==> config.mk <==
export PLATFORM = sky130hd
export DESIGN_NAME = dzr_ctrl_flat
export DESIGN_NICKNAME = d
export VERILOG_FILES = /design/src/design/dzr_pkg.sv /design/src/design/dzr_if.sv /design/src/design/dzr_ctrl.sv /design/src/flat_wrapper.sv
export SDC_FILE = /design/constraint.sdc
export NUM_CORES = 1
export LEC_CHECK = 0
export BUFFER_PORTS_ARGS = -buffer_cell sky130_fd_sc_hd__buf_2
export CAP_MARGIN = 20
export CORE_ASPECT_RATIO = 1.5
export CORE_UTILIZATION = 47
export CTS_CLUSTER_SIZE = 8
export DETAILED_ROUTE_END_ITERATION = 6
export GPL_TIMING_DRIVEN = 0
export PLACE_DENSITY = 0.74
export SETUP_SLACK_MARGIN = 0.5
export SKIP_CTS_REPAIR_TIMING = 1
export SYNTH_ARGS = -nofsm -noshare
export SYNTH_HDL_FRONTEND = slang
export SYNTH_SLANG_ARGS = --single-unit
==> constraint.sdc <==
create_clock -name clk -period 10.3 [get_ports clk]
set_clock_uncertainty 0.1 [all_clocks]
set_input_delay 1.03 -clock clk [delete_from_list [all_inputs] [get_ports clk]]
set_output_delay 1.03 -clock clk [all_outputs]
set_load 0.01 [all_outputs]
==> src/design/dzr_pkg.sv <==
// shared constants and types for the sdram command/read-timing link
package dzr_pkg;
    // clock period and printed-style minimums in ns
    localparam int CLK_PERIOD_NS = 40;
    localparam int T_RCD_NS = 15;
    localparam int T_RP_NS = 15;
    localparam int T_RAS_NS = 38;
    localparam int T_RC_NS = 53;
    localparam int T_RRD_NS = 10;
    localparam int T_FAW_NS = 50;
    localparam int T_RTP_NS = 8;
    localparam int T_ZQOPER_NS = 10240;
    localparam int T_ZQCS_NS = 2560;
    // minimums round up to whole cycles, never below one
    function automatic int cyc(input int ns);
        int c;
        c = (ns + CLK_PERIOD_NS - 1) / CLK_PERIOD_NS;
        return (c < 1) ? 1 : c;
    endfunction
    localparam int C_RCD = cyc(T_RCD_NS);
    localparam int C_RP = cyc(T_RP_NS);
    localparam int C_RAS = cyc(T_RAS_NS);
    localparam int C_RC = cyc(T_RC_NS);
    localparam int C_RRD = cyc(T_RRD_NS);
    localparam int C_FAW = cyc(T_FAW_NS);
    localparam int C_RTP = cyc(T_RTP_NS);
    localparam int C_ZQL = cyc(T_ZQOPER_NS);
    localparam int C_ZQS = cyc(T_ZQCS_NS);
    localparam int C_CCD = 4;
    localparam int C_RD2PRE = 4;
    localparam int C_RD2WR_EXTRA = 2;
    localparam int FAW_ACTS = 4;
    // latencies in clocks
    localparam logic [3:0] LAT_AL = 4'h0;
    localparam logic [3:0] LAT_CL = 4'h6;
    localparam logic [3:0] LAT_CWL = 4'h5;
    // geometry
    localparam int NBANK = 8;
    localparam int BAW = 3;
    localparam int ROWW = 14;
    localparam int COLW = 10;
    localparam int DQW = 8;
    localparam int AP_BIT = 10;
    localparam int BC_BIT = 12;
    localparam int BURST = 8;
    // command encoding {rasN,casN,weN}
    typedef enum logic [2:0] {
        CMD_MRS = 3'h0,
        CMD_REF = 3'h1,
        CMD_PRE = 3'h2,
        CMD_ACT = 3'h3,
        CMD_WR = 3'h4,
        CMD_RD = 3'h5,
        CMD_ZQ = 3'h6,
        CMD_NOP = 3'h7
    } dzr_cmd_t;
endpackage

==> src/design/dzr_if.sv <==
// pin-level link between controller and sdram end
`timescale 1ns/1ps
`default_nettype none
interface dzr_if;
    import dzr_pkg::*;
    logic cke;
    logic csN;
    logic [2:0] cmd;
    logic [dzr_pkg::BAW-1:0] ba;
    logic [dzr_pkg::ROWW-1:0] addr;
    logic resetN;
    // read data per half clock: rise element and fall element
    logic [dzr_pkg::DQW-1:0] dqRise;
    logic [dzr_pkg::DQW-1:0] dqFall;
    logic dqOeN;
    logic dqsOut;
    logic dqsOeN;
    modport dev (input cke, csN, cmd, ba, addr, resetN,
        output dqRise, dqFall, dqOeN, dqsOut, dqsOeN);
    modport ctl (output cke, csN, cmd, ba, addr, resetN,
        input dqRise, dqFall, dqOeN, dqsOut, dqsOeN);
endinterface
`default_nettype wire

==> src/design/dzr_ctrl.sv <==
// controller end: enforces command spacing and captures read bursts
`timescale 1ns/1ps
`default_nettype none
module dzr_ctrl
    import dzr_pkg::*;
(
    // clock, reset, enable
    input wire logic clk,
    input wire logic rst_n,
    input wire logic clkEn,
    // user request
    input wire logic reqValid,
    input wire logic [2:0] reqCmd,
    input wire logic [BAW-1:0] reqBank,
    input wire logic [ROWW-1:0] reqAddr,
    output logic reqReady,
    // captured read data
    output logic [DQW-1:0] rdData,
    output logic rdValid,
    // link
    dzr_if.ctl link
);
    logic [15:0] calCnt_q;
    logic [7:0] actCnt_q [NBANK];
    logic [7:0] rcdCnt_q [NBANK];
    logic [7:0] rpCnt_q [NBANK];
    logic [7:0] preCnt_q [NBANK];
    logic [NBANK-1:0] open_q;
    logic [7:0] rrdCnt_q;
    logic [7:0] ccdCnt_q;
    logic [7:0] r2wCnt_q;
    logic [7:0] fawAge_q [FAW_ACTS];
    logic ok;
    logic fire;
    logic anyOpen;
    logic rpDone;
    logic preAllDone;
    dzr_cmd_t c;
    int unsigned b;
    logic [DQW-1:0] rdData_q;
    logic rdValid_q;

    assign c = dzr_cmd_t'(reqCmd);
    assign anyOpen = |open_q;
    assign b = 32'(reqBank);

    // legality check of the request against all running timers
    always_comb begin
        rpDone = 1'b1;
        preAllDone = 1'b1;
        for (int i = 0; i < NBANK; i++) begin
            if (rpCnt_q[i] != 8'h00) begin
                rpDone = 1'b0;
            end
            if (preCnt_q[i] != 8'h00) begin
                preAllDone = 1'b0;
            end
        end
        ok = calCnt_q == 16'h0000;
        unique case (c)
            CMD_ZQ, CMD_MRS, CMD_REF: ok = ok && !anyOpen && rpDone;
            CMD_ACT: ok = ok && !open_q[b] && actCnt_q[b] == 8'h00 &&
                rrdCnt_q == 8'h00 && fawAge_q[0] == 8'h00 &&
                rpCnt_q[b] == 8'h00;
            CMD_RD: ok = ok && open_q[b] && rcdCnt_q[b] == 8'h00 &&
                ccdCnt_q == 8'h00;
            CMD_WR: ok = ok && open_q[b] && rcdCnt_q[b] == 8'h00 &&
                ccdCnt_q == 8'h00 && r2wCnt_q == 8'h00;
            CMD_PRE: ok = ok && preCnt_q[b] == 8'h00 &&
                (!reqAddr[AP_BIT] || preAllDone);
            CMD_NOP: ok = 1'b1;
        endcase
    end

    assign reqReady = ok && clkEn;
    assign fire = reqValid && reqReady;

    // timers; minimums already rounded up to whole cycles
    always_ff @(posedge clk) begin
        if (!rst_n) begin
            calCnt_q <= 16'h0000;
            rrdCnt_q <= 8'h00;
            ccdCnt_q <= 8'h00;
            r2wCnt_q <= 8'h00;
            open_q <= '0;
            for (int i = 0; i < NBANK; i++) begin
                actCnt_q[i] <= 8'h00;
                rcdCnt_q[i] <= 8'h00;
                rpCnt_q[i] <= 8'h00;
                preCnt_q[i] <= 8'h00;
            end
            for (int i = 0; i < FAW_ACTS; i++) begin
                fawAge_q[i] <= 8'h00;
            end
        end else if (clkEn) begin
            if (calCnt_q != 16'h0000) calCnt_q <= calCnt_q - 16'h0001;
            if (rrdCnt_q != 8'h00) rrdCnt_q <= rrdCnt_q - 8'h01;
            if (ccdCnt_q != 8'h00) ccdCnt_q <= ccdCnt_q - 8'h01;
            if (r2wCnt_q != 8'h00) r2wCnt_q <= r2wCnt_q - 8'h01;
            for (int i = 0; i < NBANK; i++) begin
                if (actCnt_q[i] != 8'h00) actCnt_q[i] <= actCnt_q[i] - 8'h01;
                if (rcdCnt_q[i] != 8'h00) rcdCnt_q[i] <= rcdCnt_q[i] - 8'h01;
                if (rpCnt_q[i] != 8'h00) rpCnt_q[i] <= rpCnt_q[i] - 8'h01;
                if (preCnt_q[i] != 8'h00) preCnt_q[i] <= preCnt_q[i] - 8'h01;
            end
            // oldest of the last four activates sits in slot zero
            for (int i = 0; i < FAW_ACTS; i++) begin
                if (fawAge_q[i] != 8'h00) fawAge_q[i] <= fawAge_q[i] - 8'h01;
            end
            if (fire) begin
                unique case (c)
                    CMD_ZQ: calCnt_q <= reqAddr[AP_BIT] ? 16'(C_ZQL) : 16'(C_ZQS);
                    CMD_ACT: begin
                        open_q[b] <= 1'b1;
                        actCnt_q[b] <= 8'(C_RC - 1);
                        // AL counts toward tRCD, allowing an early read
                        rcdCnt_q[b] <= (C_RCD > int'(LAT_AL)) ?
                            8'(C_RCD - int'(LAT_AL) - 1) : 8'h00;
                        preCnt_q[b] <= 8'(C_RAS - 1);
                        rrdCnt_q <= 8'(C_RRD - 1);
                        for (int i = 0; i < FAW_ACTS - 1; i++) begin
                            fawAge_q[i] <= (fawAge_q[i + 1] != 8'h00) ?
                                fawAge_q[i + 1] - 8'h01 : 8'h00;
                        end
                        fawAge_q[FAW_ACTS - 1] <= 8'(C_FAW - 1);
                    end
                    CMD_RD: begin
                        ccdCnt_q <= 8'(C_CCD - 1);
                        r2wCnt_q <= 8'(int'(LAT_AL) + int'(LAT_CL) + C_CCD -
                            int'(LAT_CWL) + C_RD2WR_EXTRA - 1);
                        preCnt_q[b] <= 8'(((int'(LAT_AL) + C_RTP) > C_RD2PRE ?
                            (int'(LAT_AL) + C_RTP) : C_RD2PRE) - 1);
                        // auto precharge may be pushed out by lockout; hold the
                        // bank long enough to cover it and tRP
                        if (reqAddr[AP_BIT]) begin
                            open_q[b] <= 1'b0;
                            rpCnt_q[b] <= 8'(int'(LAT_AL) + C_RTP + C_RD2PRE +
                                C_RAS + C_RP);
                        end
                    end
                    CMD_WR: ccdCnt_q <= 8'(C_CCD - 1);
                    CMD_PRE: begin
                        // precharge all closes and times every bank
                        for (int i = 0; i < NBANK; i++) begin
                            if (reqAddr[AP_BIT] || b == i) begin
                                open_q[i] <= 1'b0;
                                rpCnt_q[i] <= 8'(C_RP - 1);
                            end
                        end
                    end
                    CMD_MRS, CMD_REF, CMD_NOP: ;
                endcase
            end
        end
    end

    // command pins registered; deselect when idle
    always_ff @(posedge clk) begin
        if (!rst_n) begin
            link.csN <= 1'b1;
            link.cmd <= 3'h7;
            link.ba <= '0;
            link.addr <= '0;
        end else if (clkEn) begin
            link.csN <= !fire;
            link.cmd <= fire ? reqCmd : 3'h7;
            link.ba <= reqBank;
            link.addr <= reqAddr;
        end
    end
    assign link.cke = 1'b1;
    assign link.resetN = 1'b1;

    // capture rise element whenever the strobe marks data
    always_ff @(posedge clk) begin
        if (!rst_n) begin
            rdData_q <= '0;
            rdValid_q <= 1'b0;
        end else if (clkEn) begin
            rdValid_q <= !link.dqOeN && link.dqsOut;
            rdData_q <= link.dqRise;
        end
    end
    assign rdData = rdData_q;
    assign rdValid = rdValid_q;
endmodule
`default_nettype wire

==> src/flat_wrapper.sv <==
// flat-port wrapper written by rule: the top's interface ports become plain ports
module dzr_ctrl_flat import dzr_pkg::*;
  (clk, rst_n, clkEn, reqValid, reqCmd, reqBank, reqAddr, reqReady, rdData, rdValid, link_cke, link_csN, link_cmd, link_ba, link_addr, link_resetN, link_dqRise, link_dqFall, link_dqOeN, link_dqsOut, link_dqsOeN);
  dzr_if link_i ();
  input wire logic clk;
  input wire logic rst_n;
  input wire logic clkEn;
  input wire logic reqValid;
  input wire logic [2:0] reqCmd;
  input wire logic [BAW-1:0] reqBank;
  input wire logic [ROWW-1:0] reqAddr;
  output logic reqReady;
  output logic [DQW-1:0] rdData;
  output logic rdValid;
  output wire logic [$bits(link_i.cke)-1:0] link_cke;
  output wire logic [$bits(link_i.csN)-1:0] link_csN;
  output wire logic [$bits(link_i.cmd)-1:0] link_cmd;
  output wire logic [$bits(link_i.ba)-1:0] link_ba;
  output wire logic [$bits(link_i.addr)-1:0] link_addr;
  output wire logic [$bits(link_i.resetN)-1:0] link_resetN;
  input wire logic [$bits(link_i.dqRise)-1:0] link_dqRise;
  input wire logic [$bits(link_i.dqFall)-1:0] link_dqFall;
  input wire logic [$bits(link_i.dqOeN)-1:0] link_dqOeN;
  input wire logic [$bits(link_i.dqsOut)-1:0] link_dqsOut;
  input wire logic [$bits(link_i.dqsOeN)-1:0] link_dqsOeN;
  assign link_cke = link_i.cke;
  assign link_csN = link_i.csN;
  assign link_cmd = link_i.cmd;
  assign link_ba = link_i.ba;
  assign link_addr = link_i.addr;
  assign link_resetN = link_i.resetN;
  assign link_i.dqRise = link_dqRise;
  assign link_i.dqFall = link_dqFall;
  assign link_i.dqOeN = link_dqOeN;
  assign link_i.dqsOut = link_dqsOut;
  assign link_i.dqsOeN = link_dqsOeN;
  dzr_ctrl u_core (.clk(clk), .rst_n(rst_n), .clkEn(clkEn), .reqValid(reqValid), .reqCmd(reqCmd), .reqBank(reqBank), .reqAddr(reqAddr), .reqReady(reqReady), .rdData(rdData), .rdValid(rdValid), .link(link_i));
endmodule
==> impl_metrics.tcl, run 1 <==
set metrics [dict create \
    ant_nets 0 \
    synth_ff_type "dfxtp_1" \
    hp-class "register to register" \
    worstMarginPinSlew_ps 1130 \
    vias 16370 \
    drt_iter0_drc 1039 \
    wirelength_um 50200 \
    htreeDepth 2 \
    synth_commonest_cells "nor2_1 (387), dfxtp_1 (326), xnor2_1 (156)" \
    p_leak_nw 8.09 \
    crit_type "input port to output port" \
    min_period_ps 6040 \
    pwr-share-seq 0.353 \
    drv_slew 0 \
    relSlewSlack 0.249 \
    post_drt_wl_per_cell_um 17.9 \
    drive_above_1_share 0.0742 \
    synth-seq-area-share 0.417 \
    whs_endpoint "u_core.rrdCnt_q[3]" \
    max_cap_violations 0 \
    coreArea_mm2 0.0386 \
    cts_sinks 366 \
    synth_top_cell_area_share 0.352 \
    p_sw_mw 2.81 \
    grt_setup_unrepaired "false" \
    cp_cell_sequence "clkbuf_1, clkbuf_1, clkbuf_1, nand2_1, a31oi_1, nor3_1, o2bb2ai_1, a21o_2, nor2_1, nor2_1, buf_2" \
    internal-power_mw 4.21 \
    ys.warnings.count 0 \
    slowest_delay_ps 870 \
    start_util 0.480 \
    place_ws_ps 4220 \
    cp-start-kind "input port" \
    grt_antenna_before_repair 0 \
    combPwrFrac 0.430 \
    r2r_start "u_core.calCnt_q[6]" \
    firstDrtPassIters 6 \
    critPathCaptureType "output port" \
    worst_ir_drop_vdd_v 0.000192 \
    area_growth_pct 12.5 \
    p_clk_frac 0.217 \
    numCtsBuffers 51 \
    row_count 88 \
    max_freq_mhz 166 \
    ys_async_sr_fraction 0 \
    synthCells 2177 \
    reg2reg_slack_ps 5750 \
    cts-root-buf "clkbuf_16" \
    use_met1 0.262 \
    cellPowerDensity_mw_per_mm2 337 \
    grt_pass1_wl_um 80500 \
    status "finished clean" \
    grt_pass1_vias 16413 \
    met3_usage 0.0477 \
    cp_common_cell "clkbuf_1" \
    io_pins 76 \
    dieArea_mm2 0.0403 \
    synth_top_cell_by_area "dfxtp_1" \
    grtUsageTotal 0.252 \
    clk_latency_ps 570 \
    grt_max_degree 13 \
    cp_slowest_cell "clkbuf_1" \
    gp_congestion 0.946 \
    num-nets-final 2403 \
    die_h_um 245 \
    synthMostInstantiatedCell "nor2_1" \
    path_max_fanout 10 \
    cts_tree "done" \
    cp.arrival_ps 4910 \
    die_w_um 164 \
    syn_area_per_cell_um2 8.52 \
    setup_slack_ps 4260 \
    hold_start "u_core.rrdCnt_q[3]" \
    sw_frac_of_total 0.400 \
    worst_r2r_path_depth 13 \
    netlist_area_mm2 0.0185 \
    synth_seq_cells 366 \
    clk_pin_slew_ps 50 \
    vias_per_cell 5.85 \
    period_share 0.587 \
    cp.required_ps 9170 \
    grtUsageMet2 0.451 \
    globalRoute.busiestLayer "met2" \
    overflow 0 \
    yosys-top-cells-area "dfxtp_1 (35%), nor2_1 (7.8%), xnor2_1 (7.4%), edfxtp_1 (6.5%), ha_1 (4.5%)" \
    portBuffers 60 \
    fin_util 0.540 \
    finalSetupViolCount 0 \
    r2r_end "u_core.fawAge_q[1][5]" \
    synth_edf_count 40 \
    finalSetupTns_ps 0 \
    clock_path_buffers 3 \
    hold_depth 2 \
    drc 0 \
    place_hpwl_um 35800 \
    hold_viol 0 \
    ys_types 80 \
    antenna_cells 0 \
]
[through the flow]
step	hold WS (ps)	std cells	power, mW	cell area, um2
detailed placement	348	2735	5.45	19500
global placement	335	2733	5.32	19500
floorplan	324	2178	4.82	18600
CTS	359	2799	7.01	20900
global route	388	2799	7.55	20900
finish	358	2799	7.03	20900
[power groups by stage]
stage / Sequential, mW / Combinational (mW) / Clock [mW]
2_1_floorplan: 2.38 / 2.44 / 0
3_3_place_gp: 2.46 / 2.86 / 0
3_5_place_dp: 2.48 / 2.97 / 0
4_1_cts: 2.47 / 3.00 / 1.54
5_1_grt: 2.55 / 3.40 / 1.60
6_report: 2.48 / 3.02 / 1.52
[worst max path at each step]
stage               cells after the start               endpoint  slack, ps       start
floorplan                              12  u_core.fawAge_q[1][0]       6110  reqBank[1]
global placement                       11  u_core.fawAge_q[1][5]       4280  reqBank[1]
detailed placement                     11  u_core.fawAge_q[1][6]       4220  reqBank[1]
CTS                                    11               reqReady       4520  reqBank[1]
global route                           11               reqReady       4270  reqBank[1]
finish                                 11               reqReady       4260  reqBank[1]
[critical path, delay by kind of cell]
family                 cells  cell delay, ps
buffers and inverters      4            2070
and+or+nand+nor            4            1010
AOI/OAI and AO/OA          3             780
[kinds of logic (layout without fill, tap and decap cells)]
logic type,count (synthesis),count (layout),synth area share
fa+ha+maj,67,67,0.0452
mux,32,32,0.0187
xor+xnor,229,229,0.108
simple gates,926,926,0.234
buf+inv,198,324,0.0424
other cells,1,2,0.000202
compound gates,358,358,0.134
flops,366,366,0.417
[per-layer routing]
layer | vias up | share of wire
li1 | 7856 | -
met1 | 7706 | 0.37
met2 | 582 | 0.50
met3 | 226 | 0.064
met4 | 0 | 0.066
met5 | - | 0
[sequential cells by signal (all words and copies together) (netlist names), 3 cells and up]
name              flops
u_core.rrdCnt_q       8
u_core.rpCnt_q       64
u_core.link.ba        3
u_core.rdData         8
u_core.r2wCnt_q       8
u_core.fawAge_q      32
u_core.calCnt_q      16
u_core.open_q         8
u_core.link.cmd       3
u_core.actCnt_q      64
u_core.ccdCnt_q       8
u_core.rcdCnt_q      64
u_core.link.addr     14
u_core.preCnt_q      64
[final cells by class]
type                       count  area [um2]
buffer                        80         344
clock buffer                  64        1380
fill                        3444       17800
inverter                     118         443
multi-input combinational   1614       10000
sequential                   366        7730
tap                          495         619
timing repair buffer          62         322
[cell usage in the layout, fill, tap and decap left out, drive strengths merged, types with 71 or more instances in the layout]
cell type	netlist	layout
nor2	387	387
dfxtp	326	326
xnor2	156	156
nand2	155	155
inv	116	116
clkbuf	52	116
nor3	96	96
o21ai	96	96
buf	28	89
nor4	73	73
xor2	73	73
a21oi	71	71
No activity file was read; power rests on OpenSTA's default activity.
==> inputs of run 2 (changes only) <==
--- a/config.mk
+++ b/config.mk
@@ -5,6 +5,7 @@
 export SDC_FILE = /design/constraint.sdc
 export NUM_CORES = 1
 export LEC_CHECK = 0
+export ABC_AREA = 1
 export BUFFER_PORTS_ARGS = -buffer_cell sky130_fd_sc_hd__buf_2
 export CAP_MARGIN = 20
 export CORE_ASPECT_RATIO = 1.5
@@ -12,7 +13,7 @@
 export CTS_CLUSTER_SIZE = 8
 export DETAILED_ROUTE_END_ITERATION = 6
 export GPL_TIMING_DRIVEN = 0
-export PLACE_DENSITY = 0.74
+export PLACE_DENSITY = 0.77
 export SETUP_SLACK_MARGIN = 0.5
 export SKIP_CTS_REPAIR_TIMING = 1
 export SYNTH_ARGS = -nofsm -noshare
==> constraint.sdc (replaced) <==
create_clock -name clk -period 5.43 [get_ports clk]
set_clock_uncertainty 0.1 [all_clocks]
set_input_delay 0.543 -clock clk [delete_from_list [all_inputs] [get_ports clk]]
set_output_delay 0.543 -clock clk [all_outputs]
set_load 0.01 [all_outputs]
==> run 2 against run 1 <==
Against the previous run: the flow now finishes with violations (design-rule violations); combinational power grew 130%; sequential share of layout area down 3.7 points; synthesized cell count is 37% higher; flip-flop and latch count did not move; non-clock buffer count down 22; critical path type is now input port to register; largest power group unchanged.
==> impl_metrics.tcl, run 2 <==
set metrics [dict create \
    synthMostInstantiatedCell "nor2_1" \
    reg2reg_slack_ps 1610 \
    numCtsBuffers 51 \
    cp-start-kind "input port" \
    drc 4 \
    hold_start "link_dqRise[2]" \
    synth_top_cell_by_area "dfxtp_1" \
    hold_viol 0 \
    synth-compound-area-share 0.0866 \
    post_drt_wl_per_cell_um 15.1 \
    synthCells 2980 \
    p_sw_mw 6.21 \
    htreeDepth 2 \
    area_growth_pct 11.6 \
    synth_top_cell_area_share 0.315 \
    portBuffers 58 \
    ant_nets 0 \
    drive_above_1_share 0.0595 \
    grt_setup_unrepaired "false" \
    drt_iter0_drc 1316 \
    internal-power_mw 8.22 \
    combPwrFrac 0.480 \
    vias 19459 \
    gp_congestion 0.961 \
    clk_pin_slew_ps 50 \
    cp.arrival_ps 4000 \
    period_share 0.720 \
    nFillCells 4180 \
    grtUsageMet2 0.451 \
    finalSetupTns_ps 0 \
    clock_path_buffers 3 \
    path_max_fanout 10 \
    layout_commonest_cell "nor2_1" \
    grt_antenna_before_repair 0 \
    num-nets-final 3202 \
    synthAdderAreaFrac 0.0404 \
    cp.required_ps 5520 \
    clk_latency_ps 580 \
    max_freq_mhz 256 \
    synth_top_family_by_area "simple AND/OR/NAND/NOR gates" \
    grt_max_degree 14 \
    vias_per_cell 5.29 \
    start_util 0.479 \
    row_count 93 \
    synth-seq-area-share 0.372 \
    ys_types 54 \
    netlist_area_mm2 0.0208 \
    worst_r2r_path_depth 20 \
    wirelength_um 55600 \
    ys_async_sr_fraction 0 \
    synthSimpleGateAreaFrac 0.313 \
    grt_pass1_wl_um 88800 \
    synth_edf_count 40 \
    coreArea_mm2 0.0433 \
    finalSetupViolCount 0 \
    design_area_mm2 0.0232 \
    worst_ir_drop_vdd_v 0.000265 \
    r2r_start "u_core.preCnt_q[1][0]" \
    worstMarginPinSlew_ps 988 \
    yosys-top-cells-area "dfxtp_1 (31%), nor2_1 (10%), nand2_1 (9.5%), inv_1 (8.1%), xor2_1 (7.3%)" \
    whs_endpoint "u_core.rdData[2]" \
    r2r_end "u_core.fawAge_q[1][3]" \
    overflow 0 \
    die_w_um 174 \
    cts_sinks 366 \
    antenna_cells 0 \
    p_clk_frac 0.200 \
    p_leak_nw 10.9 \
    hold_depth 2 \
    synth_commonest_cells "nor2_1 (557), nand2_1 (525), inv_1 (450)" \
    cellPowerDensity_mw_per_mm2 623 \
    cts-root-buf "clkbuf_16" \
    crit_type "input port to register" \
    hp-class "input port to register" \
    layout_common_cells "nor2_1 (557), nand2_1 (525), inv_1 (450)" \
    pwr-share-seq 0.321 \
    ys.warnings.count 0 \
    synth_ff_type "dfxtp_1" \
    critPathCaptureType "register" \
    min_period_ps 3910 \
    grt_pass1_vias 18469 \
    cts_tree "done" \
    violations "design-rule violations" \
    relSlewSlack 0.341 \
    muxShareOfSynthArea 0.000543 \
    placed_cell_area_mm2 0.0218 \
    globalRoute.busiestLayer "met2" \
    status "complete, but fails checks" \
    syn_area_per_cell_um2 6.96 \
    drv_slew 0 \
    io_pins 76 \
    met3_usage 0.0401 \
    use_met1 0.253 \
    power.total_mw 14.4 \
    sw_frac_of_total 0.430 \
    dieArea_mm2 0.0450 \
    synth_seq_cells 366 \
    max_cap_violations 0 \
    synth_xor_area_frac 0.0882 \
    grtUsageTotal 0.243 \
    firstDrtPassIters 7 \
    die_h_um 259 \
    place_hpwl_um 40200 \
]
-- run 2: cell type report --
class	count	area [um2]	share of cell area
Buffer	62	318	0.0137
Timing Repair Buffer	58	290	0.0125
Multi-Input combinational cell	2091	11000	0.474
Clock buffer	67	1370	0.0591
Inverter	462	1730	0.0749
Sequential cell	366	7730	0.334
Clock inverter	2	25.0	0.00108
Tap cell	570	713	0.0308
-- run 2: cell families after synthesis --
logic type | count (synthesis)
buf+inv | 524
compound gates | 295
other cells | 1
mux | 1
xor+xnor | 209
simple gates | 1517
flops | 366
fa+ha+maj | 67
-- run 2: worst max-delay path by stage --
stage	startpoint	endpoint	cells past startpoint
2_1_floorplan	reqBank[1]	u_core.fawAge_q[2][0]	21
3_3_place_gp	reqBank[1]	u_core.fawAge_q[0][2]	17
3_5_place_dp	reqBank[1]	u_core.fawAge_q[0][2]	17
4_1_cts	reqBank[0]	u_core.fawAge_q[0][2]	18
5_1_grt	reqBank[0]	u_core.fawAge_q[0][2]	18
6_report	reqBank[0]	u_core.fawAge_q[0][1]	18
-- run 2: per-layer routing --
metal / vias up / routed length, um
met4: 0 / 3400
li1: 9704 / -
met1: 8905 / 20700
met2: 659 / 27900
met5: - / 0
met3: 191 / 3560
-- run 2: through the flow --
step | setup WS [ps] | cells | utilization | hold WS, ps
floorplan | 2390 | 2981 | - | 345
global placement | 1100 | 3609 | 0.503 | 336
detailed placement | 1080 | 3609 | 0.503 | 343
CTS | 1650 | 3678 | 0.535 | 84.7
global route | 1410 | 3678 | 0.535 | 91.6
finish | 1520 | 3678 | 0.535 | 93.7
-- run 2: worst max-delay path: stages --
cell and delay (ps):
buf_4 140, inv_2 100, nor2_2 480, buf_2 460
o21ai_0 290, nand3_1 130, nor2_1 50, nand2_1 110
nand2_1 170, nand3_1 120, nand2_1 60, inv_1 100
nand2_4 130, nand3_4 170, inv_2 50, nand3_1 190
buf_2 330, nand3_1 360
-- run 2: power by group through the flow --
stage          combinational (mW)  sequential (mW)  clock, mW
6_report                     6.92             4.63       2.88
5_1_grt                      7.97             4.75       3.02
4_1_cts                      6.89             4.60       2.92
3_5_place_dp                 6.78             4.63          0
3_3_place_gp                 6.66             4.62          0
2_1_floorplan                5.60             4.47          0
==> inputs of run 3 (changes only) <==
--- a/config.mk
+++ b/config.mk
@@ -13,7 +13,7 @@
 export CTS_CLUSTER_SIZE = 8
 export DETAILED_ROUTE_END_ITERATION = 6
 export GPL_TIMING_DRIVEN = 0
-export PLACE_DENSITY = 0.77
+export PLACE_DENSITY = 0.74
 export SETUP_SLACK_MARGIN = 0.5
 export SKIP_CTS_REPAIR_TIMING = 1
 export SYNTH_ARGS = -nofsm -noshare
==> constraint.sdc (replaced) <==
create_clock -name clk -period 3.9 [get_ports clk]
set_clock_uncertainty 0.1 [all_clocks]
set_input_delay 0.39 -clock clk [delete_from_list [all_inputs] [get_ports clk]]
set_output_delay 0.39 -clock clk [all_outputs]
set_load 0.01 [all_outputs]
==> run 3 against run 2 <==
Against the previous run: the run now ends clean; cell count increased by 1.3%; worst hold slack lost 49 ps; sequential share of layout area shrank 0.83 points; utilization up 1.4 points; die area unchanged; combinational power rose by 44%; via count rose by 0.27%; worst setup slack got worse by 1000 ps; cell area grew 2.6%; critical path type is now register to output port; highest routed layer unchanged.
==> impl_metrics.tcl, run 3 (synthesis gave the netlist of run 2 again) <==
set metrics [dict create \
    status "finished clean" \
    worst_ir_drop_vdd_v 0.000396 \
    die_w_um 174 \
    cp-start-kind "register" \
    ant_nets 0 \
    firstDrtPassIters 5 \
    p_leak_nw 11.2 \
    grt_pass1_vias 18214 \
    cp_slowest_cell "o21ai_0" \
    cts_tree "done" \
    coreArea_mm2 0.0433 \
    vias 19511 \
    clk_pin_slew_ps 50 \
    nFillCells 4145 \
    period_share 0.865 \
    whs_ps 44.9 \
    grt_antenna_before_repair 1 \
    start_util 0.479 \
    grt_max_degree 15 \
    hp-class "input port to register" \
    cp_common_cell "nand2_1" \
    finalSetupTns_ps 0 \
    cp_cell_sequence "inv_1, nand2_1, o21ai_0, nand2_1, nor2_1, nand3_1, nand2_1, nand2_1, nand2_1, nand2_1, nand2_4, buf_4, nand2_1, inv_1, buf_2" \
    wirelength_um 57000 \
    crit_type "register to output port" \
    critPathTopFamily "simple AND/OR/NAND/NOR gates" \
    hold_viol 0 \
    drv_slew 0 \
    dieArea_mm2 0.0450 \
    power.total_mw 20.4 \
    cp.arrival_ps 2880 \
    area_growth_pct 14.4 \
    row_count 93 \
    clk_latency_ps 600 \
    io_pins 76 \
    grt_pass1_wl_um 89500 \
    fin_util 0.549 \
    post_drt_wl_per_cell_um 15.3 \
    portBuffers 58 \
    overflow 0 \
    crit_buf_inv 4 \
    path_max_fanout 5 \
    gp_congestion 0.972 \
    drt_iter0_drc 1588 \
    htreeDepth 2 \
    worstMarginPinSlew_ps 1130 \
    layout_commonest_cell "nor2_1" \
    place_hpwl_um 40600 \
    clock_path_buffers 3 \
    finalSetupViolCount 0 \
    slowest_delay_ps 440 \
    numCtsBuffers 51 \
    cp.required_ps 3410 \
    cellPowerDensity_mw_per_mm2 860 \
    grt_setup_unrepaired "false" \
    cts_sinks 366 \
    grtUsageTotal 0.245 \
    min_period_ps 3370 \
    max_cap_violations 0 \
    die_h_um 259 \
    layout_common_cells "nor2_1 (545), nand2_1 (514), inv_1 (445)" \
    cts-root-buf "clkbuf_16" \
    num-nets-final 3246 \
    relSlewSlack 0.246 \
    vias_per_cell 5.24 \
    drc 0 \
    drive_above_1_share 0.0771 \
    critPathCaptureType "output port" \
    max_freq_mhz 296 \
]
## run 3: cell types whose count changed in the layout (fill, tap and decap cells not counted), moves of 5 or more
| cell | delta |
|---|---|
| nand2_2 | +8 |
| nand2_1 | -11 |
| inv_2 | +5 |
| nor2_1 | -12 |
| buf_4 | +21 |
| nor2_4 | +9 |
| dlygate4sd3_1 | +22 |
| inv_1 | -5 |
## run 3: final cells by class
type / instances / area, um2 / share of cell area
multi-input combinational: 2091 / 11100 / 0.469
sequential: 366 / 7730 / 0.325
inverter: 462 / 1730 / 0.0730
clock buffer: 67 / 1350 / 0.0567
tap: 570 / 713 / 0.0300
timing repair buffer: 102 / 688 / 0.0290
buffer: 62 / 340 / 0.0143
clock inverter: 3 / 55.1 / 0.00232
antenna: 1 / 2.50 / 0.000105
## run 3: layer usage
metal,up-vias,track usage,share of wire
met5,-,0,0
met3,191,0.0397,0.060
met2,617,0.440,0.49
met1,8911,0.269,0.39
met4,0,0.155,0.060
li1,9792,-,-
## run 3: where the power goes
part	switching [mW]	internal, mW	total (mW)
Clock	1.64	2.37	4.01
Combinational	6.03	3.92	9.95
Sequential	1.15	5.30	6.45
## run 3: final timing paths
check | startpoint | to | slack (ps) | cells after the start
worst min register to register | u_core.link.ba[1] | u_core.link.ba[1] | 350 | 2
worst max-delay path | u_core.rcdCnt_q[6][2] | reqReady | 530 | 15
worst max register to register | u_core.rcdCnt_q[6][2] | u_core.fawAge_q[1][4] | 550 | 19
worst min-delay path | link_dqOeN | u_core.rdValid | 40 | 3
## run 3: metrics by stage
| step | worst slack, ps | instances | instance area (um2) |
|---|---|---|---|
| floorplan | 970 | 2981 | 20800 |
| global placement | -365 | 3609 | 21800 |
| detailed placement | -391 | 3609 | 21800 |
| CTS | 68.5 | 3679 | 23200 |
| global route | 436 | 3724 | 23700 |
| finish | 525 | 3724 | 23700 |
## run 3: worst register-to-register path, stage by stage, from the launching register on
cell and delay, ps:
dfxtp_1 290, inv_1 110, nand2_1 90, o21ai_0 440, nand2_1 90, nor2_1 110, nand3_1 150, nand2_1 200
nand2_1 80, nand2_1 110, nand2_1 100, nand2_4 130, nand3_4 110, inv_2 110, buf_6 160, buf_6 180
nand3_2 120, nand2_1 100, inv_1 120, nand2_4 140
